--- config.mk ---
export PLATFORM = sky130hd
export DESIGN_NAME = rfi_fault_ind
export DESIGN_NICKNAME = d
export VERILOG_FILES = /design/src/hw/rfi_fault_ind.v
export VERILOG_INCLUDE_DIRS = /design/src /design/src/hw
export SDC_FILE = /design/constraint.sdc
export NUM_CORES = 1
export LEC_CHECK = 0
export ABC_AREA = 1
export BUFFER_PORTS_ARGS = -buffer_cell sky130_fd_sc_hd__buf_2
export CORE_MARGIN = 8
export CORE_UTILIZATION = 35
export DETAILED_ROUTE_END_ITERATION = 10
export PLACE_DENSITY = 0.52
export SYNTH_ARGS = -nofsm -noshare
export SYNTH_HDL_FRONTEND = slang
export SYNTH_SLANG_ARGS = --single-unit
--- constraint.sdc ---
create_clock -name clk -period 3.5 [get_ports clk]
set_clock_uncertainty 0.2 [all_clocks]
set_input_delay 0.7 -clock clk [delete_from_list [all_inputs] [get_ports clk]]
set_output_delay 0.7 -clock clk [all_outputs]
set_load 0.05 [all_outputs]
--- src/hw/rfi_map.vh ---
// Purpose: constants for the receiver fault indication block
// Assumes: 10 MHz clock, 8-bit temperature codes
// Notes:   fault bit positions follow the raw fault status layout
`ifndef RFI_MAP_VH
`define RFI_MAP_VH
// fault bit positions in the 8-bit status word
`define RFI_BIT_SHDN   0
`define RFI_BIT_EOC    2
`define RFI_BIT_DIE    5
`define RFI_BIT_TSA    6
`define RFI_BIT_TSB    7
`define RFI_FLT_W      8
`define RFI_FLT_ZERO   8'h00
// pin positions in the synchroniser vectors
`define RFI_PIN_SHDN   0
`define RFI_PIN_EOC    1
`define RFI_PIN_DIE    2
`define RFI_PIN_THS    3
`define RFI_PIN_N      4
`define RFI_PIN_IDLE   4'h0
// stop packet reason codes
`define RFI_RSN_EOC    8'h01
`define RFI_RSN_THERM  8'h02
`define RFI_RSN_TEMP   8'h03
`define RFI_RSN_NONE   8'h00
// default enable: all implemented faults on
`define RFI_EN_RST     8'hE5
// temperature code scale: source uA, full scale mV, counts
`define RFI_SRC_UA     100
`define RFI_FS_MV      1800
`define RFI_FS_CNT     255
`define RFI_CODE_MAX   8'hFF
`define RFI_CODE_RST   8'h00
// full-width product for the code conversion
`define RFI_PROD_W     32
`define RFI_CODE_MAX32 32'h000000FF
`endif

--- src/hw/rfi_fault_ind.v ---
// Purpose: fault status, interrupt pin, indicator pin and stop packet request
// Assumes: pin inputs are asynchronous; thermistor voltages arrive as mV words
// Notes:   open-drain pins expose out/oe; out is always low, oe high pulls low
//
// Operation
// [RQ1] indicator pin sinks only while linked and power is being delivered
// [RQ2] interrupt pin is open-drain and active low
// [RQ3] interrupt on shutdown, end of charge, die hot, remote temp trip, thermal stop
// [RQ4] interrupt pin released when no fault is present
// [RQ5] the cause of the interrupt is held in a readable status word
// [RQ6] end of charge high requests a stop packet to the transmitter
// [RQ7] transmitter enters standby and pings again after five minutes or removal
// [RQ8] two independent remote thermistor inputs are accepted
// [RQ9] each thermistor reading is digitised and readable by the host
// [RQ10] code is 100 uA times thermistor over 1.8 V, scaled to 255
// [RQ11] shutdown input high sends stop packet and puts output in high impedance
// [RQ12] enabled end-of-charge fault stops with reason code 0x01
// [RQ13] enabled remote temperature fault stops with reason code 0x03; code sends it only with no enabled end-of-charge, shutdown or heat fault
// [RQ14] interrupt asserts by pulling low, releases when all enabled causes clear
`timescale 1ns/10ps
`include "rfi_map.vh"

module rfi_fault_ind #(
  parameter MV_W = 12
) (
  // clock and reset
  input  wire                 clk,
  input  wire                 resetn,
  // asynchronous pins
  input  wire                 shutdown_in,
  input  wire                 end_of_charge,
  input  wire                 die_hot,
  input  wire                 thermal_stop,
  // receiver state
  input  wire                 link_up,
  input  wire                 power_flowing,
  // thermistor voltages in mV from the analog front end
  input  wire [MV_W-1:0]      temp_mv_a,
  input  wire [MV_W-1:0]      temp_mv_b,
  input  wire [7:0]           temp_limit_a,
  input  wire [7:0]           temp_limit_b,
  // configuration
  input  wire [7:0]           fault_enable,
  input  wire [7:0]           intr_enable,
  input  wire                 enable_load,
  // status towards the host interface
  output reg  [7:0]           fault_raw_q,
  output reg  [7:0]           intr_status_q,
  output reg  [7:0]           remote_temp_code_a_q,
  output reg  [7:0]           remote_temp_code_b_q,
  // stop packet request
  output reg                  power_stop_packet_q,
  output reg  [7:0]           power_stop_reason_q,
  output reg                  out_hiz_q,
  // open-drain pins
  output wire                 power_transfer_indicator_n_out,
  output reg                  power_transfer_indicator_n_oe_q,
  output wire                 intr_n_out,
  output reg                  intr_n_oe_q
);

  // pin synchroniser stages and the filtered pin levels
  reg  [`RFI_PIN_N-1:0]   s1_q;
  reg  [`RFI_PIN_N-1:0]   s2_q;
  reg  [`RFI_PIN_N-1:0]   s3_q;
  reg  [`RFI_PIN_N-1:0]   stable_q;
  reg  [`RFI_PIN_N-1:0]   stable_d;
  wire [`RFI_PIN_N-1:0]   pins;

  // enable masks, held until the next load strobe
  reg  [7:0]              fen_q;
  reg  [7:0]              ien_q;

  // thermistor codes and the combinational fault words
  wire [7:0]              code_a;
  wire [7:0]              code_b;
  reg  [7:0]              raw_d;
  reg  [7:0]              reason_d;
  wire [7:0]              masked_flt;
  wire [7:0]              masked_intr;
  wire                    any_flt;
  wire                    any_intr;
  wire                    delivering;

  // gather the four pins, one bit each
  assign pins[`RFI_PIN_SHDN] = shutdown_in;
  assign pins[`RFI_PIN_EOC]  = end_of_charge;
  assign pins[`RFI_PIN_DIE]  = die_hot;
  assign pins[`RFI_PIN_THS]  = thermal_stop;

  // plain three-flop shift; only stage two reads stage one
  always @(posedge clk or negedge resetn) begin
    if (!resetn) begin
      s1_q <= `RFI_PIN_IDLE;
      s2_q <= `RFI_PIN_IDLE;
      s3_q <= `RFI_PIN_IDLE;
    end else begin
      s1_q <= pins;
      s2_q <= s1_q;
      s3_q <= s2_q;
    end
  end

  // a new level counts once stages two and three agree, else hold
  always @* begin
    stable_d = (s2_q & s3_q) | (stable_q & (s2_q | s3_q));
  end

  // filtered pin levels; idle low after reset so no false fault appears
  always @(posedge clk or negedge resetn) begin
    if (!resetn) begin
      stable_q <= `RFI_PIN_IDLE;
    end else begin
      stable_q <= stable_d;
    end
  end

  // thermistor voltage to code: mv * 255 / 1800, saturated at full scale
  // the product is kept at full width so large voltages cannot wrap
  function [7:0] mv_to_code;
    input [MV_W-1:0]        mv;
    reg   [`RFI_PROD_W-1:0] prod;
    begin
      prod = ({{(`RFI_PROD_W-MV_W){1'b0}}, mv} * `RFI_FS_CNT) / `RFI_FS_MV; // RQ10
      if (prod > `RFI_CODE_MAX32)
        mv_to_code = `RFI_CODE_MAX;
      else
        mv_to_code = prod[7:0];
    end
  endfunction

  // codes for the two remote inputs, registered below
  assign code_a = mv_to_code(temp_mv_a);                                  // RQ9
  assign code_b = mv_to_code(temp_mv_b);                                  // RQ9

  // raw fault word; reserved positions stay zero
  always @* begin
    raw_d = `RFI_FLT_ZERO;
    raw_d[`RFI_BIT_SHDN] = stable_q[`RFI_PIN_SHDN];                       // RQ3
    raw_d[`RFI_BIT_EOC]  = stable_q[`RFI_PIN_EOC];                        // RQ3
    raw_d[`RFI_BIT_DIE]  = stable_q[`RFI_PIN_DIE] | stable_q[`RFI_PIN_THS]; // RQ3
    raw_d[`RFI_BIT_TSA]  = remote_temp_code_a_q > temp_limit_a;           // RQ8
    raw_d[`RFI_BIT_TSB]  = remote_temp_code_b_q > temp_limit_b;           // RQ8
  end

  // enabled views of the raw word for the stop packet and the interrupt
  assign masked_flt  = raw_d & fen_q;
  assign masked_intr = raw_d & ien_q;
  assign any_flt     = |masked_flt;
  assign any_intr    = |masked_intr;
  assign delivering  = link_up & power_flowing;                           // RQ1

  // stop reason; end of charge first, then shutdown or heat, then remote temp
  always @* begin
    if (masked_flt[`RFI_BIT_EOC]) begin
      reason_d = `RFI_RSN_EOC;                                            // RQ12
    end else if (masked_flt[`RFI_BIT_SHDN] | masked_flt[`RFI_BIT_DIE]) begin
      reason_d = `RFI_RSN_THERM;                                          // RQ11
    end else if (masked_flt[`RFI_BIT_TSA] | masked_flt[`RFI_BIT_TSB]) begin
      reason_d = `RFI_RSN_TEMP;                                           // RQ13
    end else begin
      reason_d = `RFI_RSN_NONE;
    end
  end

  // enable masks; a load takes effect from the following edge
  always @(posedge clk or negedge resetn) begin
    if (!resetn) begin
      fen_q <= `RFI_EN_RST;
      ien_q <= `RFI_EN_RST;
    end else if (enable_load) begin
      fen_q <= fault_enable;
      ien_q <= intr_enable;
    end
  end

  // registered thermistor codes for the host
  always @(posedge clk or negedge resetn) begin
    if (!resetn) begin
      remote_temp_code_a_q <= `RFI_CODE_RST;
      remote_temp_code_b_q <= `RFI_CODE_RST;
    end else begin
      remote_temp_code_a_q <= code_a;                                     // RQ9
      remote_temp_code_b_q <= code_b;                                     // RQ9
    end
  end

  // status words: levels that follow their causes, not sticky
  always @(posedge clk or negedge resetn) begin
    if (!resetn) begin
      fault_raw_q   <= `RFI_FLT_ZERO;
      intr_status_q <= `RFI_FLT_ZERO;
    end else begin
      fault_raw_q   <= raw_d;                                             // RQ5
      intr_status_q <= masked_intr;                                       // RQ5
    end
  end

  // stop packet request and its reason, held while any enabled fault stands
  always @(posedge clk or negedge resetn) begin
    if (!resetn) begin
      power_stop_packet_q <= 1'b0;
      power_stop_reason_q <= `RFI_RSN_NONE;
    end else begin
      power_stop_packet_q <= any_flt;                                     // RQ6
      power_stop_reason_q <= reason_d;                                    // RQ12 RQ13
    end
  end

  // output high impedance follows the shutdown level, enabled or not
  always @(posedge clk or negedge resetn) begin
    if (!resetn) begin
      out_hiz_q <= 1'b0;
    end else begin
      out_hiz_q <= raw_d[`RFI_BIT_SHDN];                                  // RQ11
    end
  end

  // indicator sinks while delivering with no enabled fault standing
  always @(posedge clk or negedge resetn) begin
    if (!resetn) begin
      power_transfer_indicator_n_oe_q <= 1'b0;
    end else begin
      power_transfer_indicator_n_oe_q <= delivering & ~any_flt;           // RQ1
    end
  end

  // interrupt pulls low while any enabled cause stands, released otherwise
  always @(posedge clk or negedge resetn) begin
    if (!resetn) begin
      intr_n_oe_q <= 1'b0;
    end else begin
      intr_n_oe_q <= any_intr;                                            // RQ14 RQ4
    end
  end

  // open-drain pins only ever drive low; the enable decides
  assign power_transfer_indicator_n_out = 1'b0;                           // RQ1
  assign intr_n_out                     = 1'b0;                           // RQ2

endmodule // rfi_fault_ind

==> flow_summary.rst, run 1 <==
.. list-table::
   :header-rows: 1

   * - Metric
     - Value
   * - Run status
     - complete, but fails checks
   * - Violated checks
     - setup timing
   * - Max stage delay cell, worst path
     - sky130_fd_sc_hd__fa_2
   * - Number of register bits inferred by synthesis
     - between 50 and 60
   * - Path class of the lowest-slack min-delay path
     - flip-flop to flip-flop
   * - Worst Path Required
     - roughly 3.5 ns
   * - Signal arrival time at the worst endpoint
     - between 8 and 9 ns
   * - Number of design rule violations left after detail routing
     - 0
   * - Placed Cells
     - roughly 2600
   * - Largest cells by area after synthesis
     - sky130_fd_sc_hd__fa_1 17%, sky130_fd_sc_hd__nand2_1 14%, sky130_fd_sc_hd__inv_1 11%
   * - Clock-pin slew on the worst setup and hold paths
     - 0.05 ns
   * - Total of fill cells in the finished design
     - 3204
   * - Global-route met3 utilization
     - ~1.5%
   * - Wire length of the first global-routing pass
     - roughly 53000 µm
   * - Antenna violations before repair
     - 0
   * - Most prevalent standard cell on the critical path
     - sky130_fd_sc_hd__nand2_1
   * - Number of max-slew violations in the final report
     - 0
   * - DIE WIDTH
     - between 200 and 250 µm
   * - Share of the synthesized area in the top cell type
     - 16.8%
   * - Number of enable flip-flop cells after synthesis
     - 0
   * - Maximum count of clock buffers along a single path
     - 2
   * - Count of placed standard cells in the final layout, fillers left out
     - about 2700
   * - Met1 track utilization from global routing
     - 19.9%
   * - Buffers on Ports
     - 90
   * - Cells after synthesis
     - 1744
   * - Flip-flop cell with the highest count after synthesis
     - sky130_fd_sc_hd__dfrtp_1
   * - Total via count after detailed routing
     - 12000
   * - Die footprint
     - 40100 µm²
   * - Number of hold-repair buffers added at the cts stage
     - 0
   * - Largest net degree at the start of global routing
     - 32
   * - Slack of the critical path
     - -5.31 ns
   * - Top achievable clock speed
     - 0.114 GHz
   * - Clk sink count
     - 57
   * - Vias in the first global route
     - around 12000
   * - Post-synthesis cell type count
     - 48
   * - Mux cell area share after synthesis
     - 0.474%
   * - Endpoint type of the worst setup path
     - flip-flop
   * - Clock network latency to the later pin of the worst-skew pair
     - about 0.32 ns
   * - Main combinational cell family by area after synthesis
     - simple AND/OR/NAND/NOR gates
   * - Complex-gate fraction of the synthesized area
     - 5.76%
   * - Routed wire length
     - 30400 µm
   * - Startpoint types
     - input port
   * - Root Driver
     - sky130_fd_sc_hd__clkbuf_16
   * - Crit Path Class
     - input port to flip-flop
   * - Final number of setup-violating endpoints
     - 16
   * - Worst Tran Pin Value
     - between 0.5 and 0.6 ns
   * - Worst Hold Margin
     - 0.143 ns
   * - CTS tree
     - done
   * - Vertical die dimension
     - 200 µm
   * - Post-synthesis instance area
     - between 10000 and 15000 µm²
   * - Number of diodes added for antenna fixing
     - 0
   * - Worst max-slew margin expressed relative to the limit
     - about three fifths
   * - Starting DRT DRC Count
     - 340
   * - Detailed placement HPWL
     - 25500 µm
   * - Synthesis-to-finish area growth
     - 54.8%
   * - Row count
     - 67
   * - Placer congestion estimate
     - 0.861
   * - Wirelength per Cell
     - roughly 11 µm
   * - Parity-gate share of the synthesized area counting xor and xnor cells
     - between 3 and 4%
   * - H-tree Lvls
     - 3
   * - Most congested layer reported by global routing
     - met2
   * - Largest delay share family, worst path
     - simple AND/OR/NAND/NOR gates
   * - Global-route usage over all layers
     - 14.9%
   * - Share of the yosys chip area belonging to registers
     - between 10% and 20%
   * - Unrepaired setup endpoints after global routing
     - true
   * - Mean cell area of the mapped netlist
     - 6.82 µm²
   * - Number of nets still failing antenna checks after routing
     - 0
   * - TritonCTS Buffers
     - 9
   * - Initial core utilization
     - 35.4%
   * - Buffers and inverters on the worst path
     - 18
   * - Gr ovfl total
     - 0
   * - Max capacitance violation total
     - 0
   * - Met2 Track Usage GR
     - approximately a quarter
   * - Slowest stage delay, CP
     - 0.56 ns
   * - Simple-gate area share of the yosys netlist
     - a little under two fifths
   * - Proportion of layout cells with a drive suffix above 1
     - 46.5%
   * - Ports
     - 111
   * - Fin nets
     - 2537
   * - Adder-cell area share of the yosys netlist
     - between 20% and 30%
   * - First-pass detailed-route iteration total
     - 5
   * - Cell with the most instances after synthesis
     - sky130_fd_sc_hd__nand2_1
   * - Yosys warnings
     - 0
   * - Fin crit period
     - just under 9 ns
   * - Worst slack, placed
     - -5.86 ns
   * - Final Hold Fails
     - 0
   * - Core region area
     - 33500 µm²
   * - Most used standard cells in the synthesized netlist
     - 444 x sky130_fd_sc_hd__nand2_1, 364 x sky130_fd_sc_hd__inv_1, 161 x sky130_fd_sc_hd__nand3_1
   * - Crit share post-route
     - 252%
   * - Vias per cell
     - 4.40
   * - Share of synthesized flip-flops with an asynchronous set or reset
     - between 90% and 100%
   * - Cell accounting for the most synthesized area
     - sky130_fd_sc_hd__fa_1
   * - Maximum fanout count along the critical path
     - 7
[flip-flops by register name, indices dropped and copies added, names as in the netlist, 2 cells and up]
name	cells
stable_q	4
remote_temp_code_b_q	8
remote_temp_code_a_q	8
power_stop_reason_q	2
s3_q	4
s2_q	4
ien_q	5
fault_raw_q	5
fen_q	5
intr_status_q	5
s1_q	4
[timing repair]
| action | 4_1_cts | 5_1_grt |
|---|---|---|
| setup buffers | 58 | 33 |
| endpoints found under the setup margin | 16 | 16 |
| gates resized for setup | 234 | 200 |
| pin swaps | 178 | 178 |
[placed cells by master, fill, tap and decap left out, types with 23 or more instances in the layout]
cell / netlist / routed
sky130_fd_sc_hd__a21oi_1: 37 / 23
sky130_fd_sc_hd__buf_2: 0 / 77
sky130_fd_sc_hd__buf_4: 15 / 408
sky130_fd_sc_hd__buf_6: 0 / 33
sky130_fd_sc_hd__dfrtp_1: 47 / 47
sky130_fd_sc_hd__fa_1: 100 / 86
sky130_fd_sc_hd__ha_1: 96 / 77
sky130_fd_sc_hd__inv_1: 364 / 339
sky130_fd_sc_hd__inv_2: 32 / 50
sky130_fd_sc_hd__nand2_1: 444 / 316
sky130_fd_sc_hd__nand2_2: 65 / 140
sky130_fd_sc_hd__nand2_4: 29 / 76
sky130_fd_sc_hd__nand3_1: 161 / 104
sky130_fd_sc_hd__nand3_2: 13 / 52
sky130_fd_sc_hd__nor2_1: 102 / 66
sky130_fd_sc_hd__nor2_2: 21 / 31
sky130_fd_sc_hd__nor2_4: 10 / 36
sky130_fd_sc_hd__o21ai_0: 39 / 25
sky130_fd_sc_hd__xor2_1: 38 / 36
[through the flow]
step                      TNS [ns]  area, µm²  util (%)
after floorplan             -55.59      12300         -
after global placement      -68.01      15800      47.2
after detailed placement    -68.53      15800      47.2
after CTS                   -59.68      17400      51.9
after global routing        -67.41      18400      54.9
final                       -60.11      18400      54.9
[final timing paths]
path                            slack, ns                     from                      end  cells past startpoint
worst max-delay path                -5.31             temp_mv_b[6]  remote_temp_code_b_q[1]                     67
worst max register to register       1.35  remote_temp_code_b_q[1]              intr_n_oe_q                      8
max in group asynchronous            2.08                   resetn                 ien_q[6]                      2
worst min-delay path                 0.14                  s1_q[0]                  s2_q[0]                      0
min in group asynchronous            0.18                   resetn           fault_raw_q[2]                      1
worst min register to register       0.14                  s1_q[0]                  s2_q[0]                      0
[cell type report]
class / count / area, µm² / area share, %
clock buffer: 14 / 284 / 1.54
inverter: 397 / 1510 / 8.22
timing repair buffer: 525 / 3940 / 21.4
sequential: 57 / 1440 / 7.82
clock inverter: 2 / 10.0 / 0.0544
multi-input combinational: 1286 / 10700 / 57.9
tap: 448 / 561 / 3.05
[metal layers]
layer  up-vias  wire, µm  part of all wire, %
met3        15       737                  2.4
met5         -         0                    0
met4         0       124                 0.41
met1      5482     14500                   48
met2       107     15000                   49
li1       6392         -                    -
[cells by family after synthesis]
group                      Yosys count
AOI/OAI and AO/OA                  118
xor gates and xnor gates            52
adders and majority gates          200
buffers and inverters              414
DFF                                 57
muxes                                5
other                                1
and+or+nand+nor                    897
Power of run 1 is not shown: default switching activity piles up to over one toggle a cycle in this logic, so the estimate is an artifact.
==> run 2: changes to the inputs <==
--- a/config.mk
+++ b/config.mk
@@ -11,6 +11,7 @@
 export CORE_MARGIN = 8
 export CORE_UTILIZATION = 35
 export DETAILED_ROUTE_END_ITERATION = 10
+export GPL_TIMING_DRIVEN = 0
 export PLACE_DENSITY = 0.52
 export SYNTH_ARGS = -nofsm -noshare
 export SYNTH_HDL_FRONTEND = slang
==> flow_summary.rst, run 2 (synthesized netlist as in run 1, its figures left out) <==
.. list-table::
   :header-rows: 1

   * - Metric
     - Value
   * - Top library cells by usage in the layout, fill and taps aside
     - 334 x sky130_fd_sc_hd__inv_1, 303 x sky130_fd_sc_hd__nand2_1, 166 x sky130_fd_sc_hd__buf_4
   * - Startpoint types
     - input port
   * - Max capacitance violation total
     - 0 (unchanged)
   * - Clock-pin slew on the worst setup and hold paths
     - 0.05 ns (about the same)
   * - Path class of the lowest-slack min-delay path
     - flip-flop to flip-flop
   * - Vias per cell
     - 4.53 (+3.1%)
   * - Worst Tran Pin Value
     - 0.777 ns (+0.196 ns)
   * - Crit share post-route
     - 255% (+3.3 points)
   * - Gr ovfl total
     - 0 (unchanged)
   * - Launch point of the critical path
     - temp_mv_a[8]
   * - Final Hold Fails
     - 0 (unchanged)
   * - Number of nets still failing antenna checks after routing
     - 0 (unchanged)
   * - Core region area
     - 33500 µm² (unchanged)
   * - Maximum fanout count along the critical path
     - 7 (unchanged)
   * - Worst max-slew margin expressed relative to the limit
     - 47.8% (-13 points)
   * - Most prevalent standard cell on the critical path
     - sky130_fd_sc_hd__nand2_4
   * - Clock network latency to the later pin of the worst-skew pair
     - 0.32 ns (about the same)
   * - Launch point of the worst hold path
     - s1_q[1]
   * - Regs by FF count
     - remote_temp_code_a_q x8, remote_temp_code_b_q x8
   * - Global-route met3 utilization
     - 1.68% (+0.15 points)
   * - Number of diodes added for antenna fixing
     - 0 (unchanged)
   * - Detailed placement HPWL
     - 23100 µm (-9.5%)
   * - Worst Hold Margin
     - 0.145 ns (+0.00171 ns)
   * - Die footprint
     - 40100 µm² (unchanged)
   * - Buffers and inverters on the worst path
     - 4 (-14)
   * - Number of hold-repair buffers added at the cts stage
     - 0 (unchanged)
   * - Wire length of the first global-routing pass
     - 51400 µm (-3.1%)
   * - Final number of setup-violating endpoints
     - 16 (unchanged)
   * - Row count
     - 67 (unchanged)
   * - Ports
     - 111 (unchanged)
   * - Routed wire length
     - 29000 µm (-4.4%)
   * - DIE WIDTH
     - 200 µm (unchanged)
   * - Proportion of layout cells with a drive suffix above 1
     - 40.5% (-6.0 points)
   * - Total via count after detailed routing
     - 11200 (-6.3%)
   * - Placer congestion estimate
     - 0.803 (-6.8%)
   * - Initial core utilization
     - 35.4% (unchanged)
   * - Antenna violations before repair
     - 0 (unchanged)
   * - Root Driver
     - sky130_fd_sc_hd__clkbuf_16
   * - Endpoint type of the worst setup path
     - flip-flop
   * - Number of max-slew violations in the final report
     - 0 (unchanged)
   * - Max stage delay cell, worst path
     - sky130_fd_sc_hd__fa_2
   * - Clk sink count
     - 57 (unchanged)
   * - Signal arrival time at the worst endpoint
     - 8.93 ns (+0.12 ns)
   * - Unrepaired setup endpoints after global routing
     - true
   * - Worst Path Required
     - 3.50 ns (about the same)
   * - Number of design rule violations left after detail routing
     - 0 (unchanged)
   * - Largest net degree at the start of global routing
     - 58 (+81%)
   * - Met1 track utilization from global routing
     - 19.7% (-0.13 points)
   * - Buffers on Ports
     - 89 (-1.1%)
   * - Fin crit period
     - 8.93 ns (+0.117 ns)
   * - Slowest stage delay, CP
     - 0.60 ns (+0.04 ns)
   * - Violated checks
     - setup timing
   * - Crit Path Class
     - input port to flip-flop
   * - Critical register-to-register path startpoint
     - remote_temp_code_b_q[1]
   * - Slack of the critical path
     - -5.43 ns (-0.117 ns)
   * - Fin nets
     - 2289 (-9.8%)
   * - Maximum count of clock buffers along a single path
     - 2 (unchanged)
   * - Wirelength per Cell
     - 11.7 µm (+5.1%)
   * - TritonCTS Buffers
     - 9 (unchanged)
   * - Most common library cell in the layout ignoring fill and taps
     - sky130_fd_sc_hd__inv_1
   * - First-pass detailed-route iteration total
     - 4 (-1)
   * - Vertical die dimension
     - 200 µm (unchanged)
   * - CTS tree
     - done
   * - Run status
     - complete, but fails checks
   * - Worst slack, placed
     - -6.30 ns (-0.438 ns)
   * - H-tree Lvls
     - 3 (unchanged)
   * - Most congested layer reported by global routing
     - met2
   * - Largest delay share family, worst path
     - simple AND/OR/NAND/NOR gates
   * - Met2 Track Usage GR
     - 25.1% (-1.3 points)
   * - Synthesis-to-finish area growth
     - 41.8%
   * - Top achievable clock speed
     - 0.112 GHz (-1.3%)
   * - Global-route usage over all layers
     - 14.5% (-0.39 points)
   * - Starting DRT DRC Count
     - 378 (+11%)
   * - Vias in the first global route
     - 11300 (-5.2%)
[run 2: layout make-up]
type / count / area, µm²
inverters: 397 / 1540
plain buffers: 17 / 120
clock inverters: 2 / 60.1
flip-flops and latches: 57 / 1440
clock buffers: 14 / 274
multi-input cells: 1286 / 10900
well taps: 448 / 561
repair buffers: 260 / 1940
fillers: 3323 / 16700
[run 2: final timing paths]
kind / endpoint / slack [ns] / depth (start not counted)
max in group asynchronous: remote_temp_code_a_q[0] / 2.41 / 1
min in group asynchronous: intr_status_q[0] / 0.24 / 1
max reg2reg: intr_n_oe_q / 1.35 / 8
min reg2reg: s2_q[1] / 0.14 / 0
max: remote_temp_code_a_q[0] / -5.43 / 64
min: s2_q[1] / 0.14 / 0
[run 2: metal layers]
layer	vias to the layer above	share of wire, %	wire (µm)
li1	5887	-	-
met1	5217	49	14100
met2	123	49	14100
met3	15	2.5	731
met4	0	0.36	104
met5	-	0	0
[run 2: timing repair]
item                       CTS  global route
cloned                       0             0
setup endpoints to repair   16            16
resized for setup          271           241
setup buffers              106            68
pin swaps                  202           152
[run 2: stage by stage]
step | TNS, ns | util [%] | instances | instance area, µm²
2_1_floorplan | -55.59 | - | 1757 | 12300
3_3_place_gp | -71.10 | 39.6 | 2294 | 13300
3_5_place_dp | -72.18 | 39.6 | 2294 | 13300
4_1_cts | -60.75 | 46.1 | 2415 | 15500
5_1_grt | -68.15 | 50.3 | 2481 | 16900
6_report | -61.86 | 50.3 | 2481 | 16900
Power of run 2 is left out for the same reason.
==> run 3: changes to the inputs <==
--- a/config.mk
+++ b/config.mk
@@ -12,7 +12,7 @@
 export CORE_UTILIZATION = 35
 export DETAILED_ROUTE_END_ITERATION = 10
 export GPL_TIMING_DRIVEN = 0
-export PLACE_DENSITY = 0.52
+export PLACE_DENSITY = 0.59
 export SYNTH_ARGS = -nofsm -noshare
 export SYNTH_HDL_FRONTEND = slang
 export SYNTH_SLANG_ARGS = --single-unit
==> constraint.sdc (replaced) <==
create_clock -name clk -period 11.35 [get_ports clk]
set_clock_uncertainty 0.2 [all_clocks]
set_input_delay 2.27 -clock clk [delete_from_list [all_inputs] [get_ports clk]]
set_output_delay 2.27 -clock clk [all_outputs]
set_load 0.05 [all_outputs]
==> flow_summary.rst, run 3 (synthesized netlist as in run 1, its figures left out) <==
.. list-table::
   :header-rows: 1

   * - Metric
     - Value
   * - Wirelength per Cell
     - 10.8 µm (-7.4%)
   * - Worst Tran Pin Value
     - 0.723 ns (-0.0538 ns)
   * - Summed negative setup slack over all endpoints
     - 0 ns (+61.86 ns)
   * - Worst min-delay path endpoint
     - s2_q[2]
   * - Worst max-slew margin expressed relative to the limit
     - 51.6% (+3.8 points)
   * - Buffers on Ports
     - 89 (unchanged)
   * - Top library cells by usage in the layout, fill and taps aside
     - 402 x sky130_fd_sc_hd__nand2_1, 357 x sky130_fd_sc_hd__inv_1, 147 x sky130_fd_sc_hd__nand3_1
   * - Slowest stage delay, CP
     - 0.62 ns (+0.02 ns)
   * - CTS tree
     - done
   * - Maximum fanout count along the critical path
     - 8 (+1)
   * - Max capacitance violation total
     - 0 (unchanged)
   * - Maximum count of clock buffers along a single path
     - 2 (unchanged)
   * - Regs by FF count
     - remote_temp_code_a_q x8, remote_temp_code_b_q x8
   * - Number of hold-repair buffers added at the cts stage
     - 0 (unchanged)
   * - Routed wire length
     - 25400 µm (-13%)
   * - Top achievable clock speed
     - ~0.094 GHz
   * - Vias per cell
     - 4.51 (-0.48%)
   * - Proportion of layout cells with a drive suffix above 1
     - 24.2% (-16 points)
   * - Launch point of the worst hold path
     - s1_q[2]
   * - Root Driver
     - sky130_fd_sc_hd__clkbuf_16
   * - Signal arrival time at the worst endpoint
     - 10.70 ns (+1.77 ns)
   * - Post-layout utilization of the core
     - 41.8% (-8.4 points)
   * - Crit share post-route
     - 94.2%
   * - Final Hold Fails
     - 0 (unchanged)
   * - Worst Path Required
     - 11.36 ns (+7.86 ns)
   * - Die footprint
     - 40100 µm² (unchanged)
   * - Row count
     - 67 (unchanged)
   * - Startpoint types
     - input port
   * - Max stage delay cell, worst path
     - sky130_fd_sc_hd__fa_2
   * - Run status
     - completed
   * - Buffers and inverters on the worst path
     - 3 (-1)
   * - Clk sink count
     - 57 (unchanged)
   * - Global-route usage over all layers
     - 12.5% (-2.0 points)
   * - Core region area
     - 33500 µm² (unchanged)
   * - Endpoint type of the worst setup path
     - flip-flop
   * - Number of diodes added for antenna fixing
     - 0 (unchanged)
   * - Register-to-register setup slack
     - 9.24 ns (+7.89 ns)
   * - Path class of the lowest-slack min-delay path
     - flip-flop to flip-flop
   * - R2r endpoint
     - intr_n_oe_q
   * - Fin crit period
     - about 11 ns
   * - Worst slack, placed
     - -0.160 ns (+6.14 ns)
   * - Placer congestion estimate
     - 0.823 (+2.6%)
   * - Initial core utilization
     - 35.4% (unchanged)
   * - Number of max-slew violations in the final report
     - 0 (unchanged)
   * - Final number of setup-violating endpoints
     - 0 (-16)
   * - Vertical die dimension
     - 200 µm (unchanged)
   * - Number of nets still failing antenna checks after routing
     - 0 (unchanged)
   * - Vias in the first global route
     - 10200 (-11%)
   * - Number of design rule violations left after detail routing
     - 0 (unchanged)
   * - Total of fill cells in the finished design
     - 3517 (+5.8%)
   * - Antenna violations before repair
     - 0 (unchanged)
   * - Ports
     - 111 (unchanged)
   * - Clock network latency to the later pin of the worst-skew pair
     - 0.32 ns (about the same)
   * - Synthesis-to-finish area growth
     - 18.0%
   * - Seq. cell area
     - 1440 µm² (unchanged)
   * - Most common library cell in the layout ignoring fill and taps
     - sky130_fd_sc_hd__nand2_1
   * - Detailed placement HPWL
     - 22000 µm (-4.6%)
   * - Number of cells on the worst hold path
     - 0 (unchanged)
   * - Slack of the critical path
     - 0.659 ns (+6.09 ns)
   * - Total via count after detailed routing
     - 10500 (-6.2%)
   * - Fin nets
     - 2146 (-6.2%)
   * - TritonCTS Buffers
     - 9 (unchanged)
   * - H-tree Lvls
     - 3 (unchanged)
   * - Gr ovfl total
     - 0 (unchanged)
   * - DIE WIDTH
     - 200 µm (unchanged)
   * - Largest delay share family, worst path
     - simple AND/OR/NAND/NOR gates
   * - Largest net degree at the start of global routing
     - 58 (unchanged)
   * - Most prevalent standard cell on the critical path
     - sky130_fd_sc_hd__nand2_1
   * - Starting DRT DRC Count
     - 424 (+12%)
   * - Critical register-to-register path startpoint
     - remote_temp_code_b_q[1]
   * - Clock-pin slew on the worst setup and hold paths
     - 0.05 ns (about the same)
   * - Worst Reg-to-Reg Cells
     - 8 (unchanged)
   * - Wire length of the first global-routing pass
     - 44800 µm (-13%)
   * - Crit Path Class
     - input port to flip-flop
   * - First-pass detailed-route iteration total
     - 5 (+1)
   * - Worst Hold Margin
     - 0.144 ns (-0.000470 ns)
   * - Combined area of the multi-input logic cells
     - 9470 µm² (-13%)
[run 3: cell types whose count changed in the layout (fill, tap and decap cells not counted), sizes merged]
cell | before | now
clkinv | 1 | 4
bufinv | 2 | 0
clkbuf | 16 | 17
clkinvlp | 2 | 0
buf | 275 | 130
inv | 394 | 396
[run 3: area by class of cell]
cell class	instances	share of cell area (%)
buffer	17	0.856
clock buffer	13	1.85
clock inverter	3	0.107
inverter	397	10.7
multi-input combinational	1286	67.5
sequential	57	10.3
tap	448	3.99
timing repair buffer	117	4.80
[run 3: worst max-delay path by stage]
stage                      start                      end  cells past startpoint
finish              temp_mv_b[4]  remote_temp_code_b_q[0]                     66
global route        temp_mv_a[8]  remote_temp_code_a_q[0]                     60
CTS                 temp_mv_b[3]  remote_temp_code_b_q[0]                     68
detailed placement  temp_mv_b[3]  remote_temp_code_b_q[0]                     68
global placement    temp_mv_b[3]  remote_temp_code_b_q[0]                     70
floorplan           temp_mv_b[3]  remote_temp_code_b_q[0]                     69
[run 3: worst reg2reg max path: stages, from the launching register on]
cell	delay (ns)
sky130_fd_sc_hd__dfrtp_1	0.37
sky130_fd_sc_hd__ha_1	0.29
sky130_fd_sc_hd__a21oi_1	0.16
sky130_fd_sc_hd__o21ai_0	0.09
sky130_fd_sc_hd__nand2_1	0.06
sky130_fd_sc_hd__o211ai_1	0.09
sky130_fd_sc_hd__nand2_1	0.18
sky130_fd_sc_hd__nor2_1	0.08
sky130_fd_sc_hd__or4_1	0.46
[run 3: stage by stage]
stage,cell area [µm²],std cells
after floorplan,11900,1757
after global placement,12900,2294
after detailed placement,12900,2294
after CTS,13200,2310
after global routing,14000,2338
final,14000,2338
[run 3: what timing repair did]
| action | in CTS | in global routing |
|---|---|---|
| endpoints found under the hold margin | 0 | 0 |
| buffers inserted | 0 | 27 |
| endpoints found under the setup margin | 0 | 4 |
| gates resized for setup | 0 | 150 |
[run 3: per-layer routing]
layer | vias up | track usage (%) | share of wire (%)
met5 | - | 0 | 0
met4 | 0 | 1.55 | 0.64
met3 | 15 | 1.73 | 3.1
met2 | 124 | 21.4 | 46
met1 | 4799 | 17.0 | 50
li1 | 5605 | - | -
Power of run 3 is left out for the same reason.
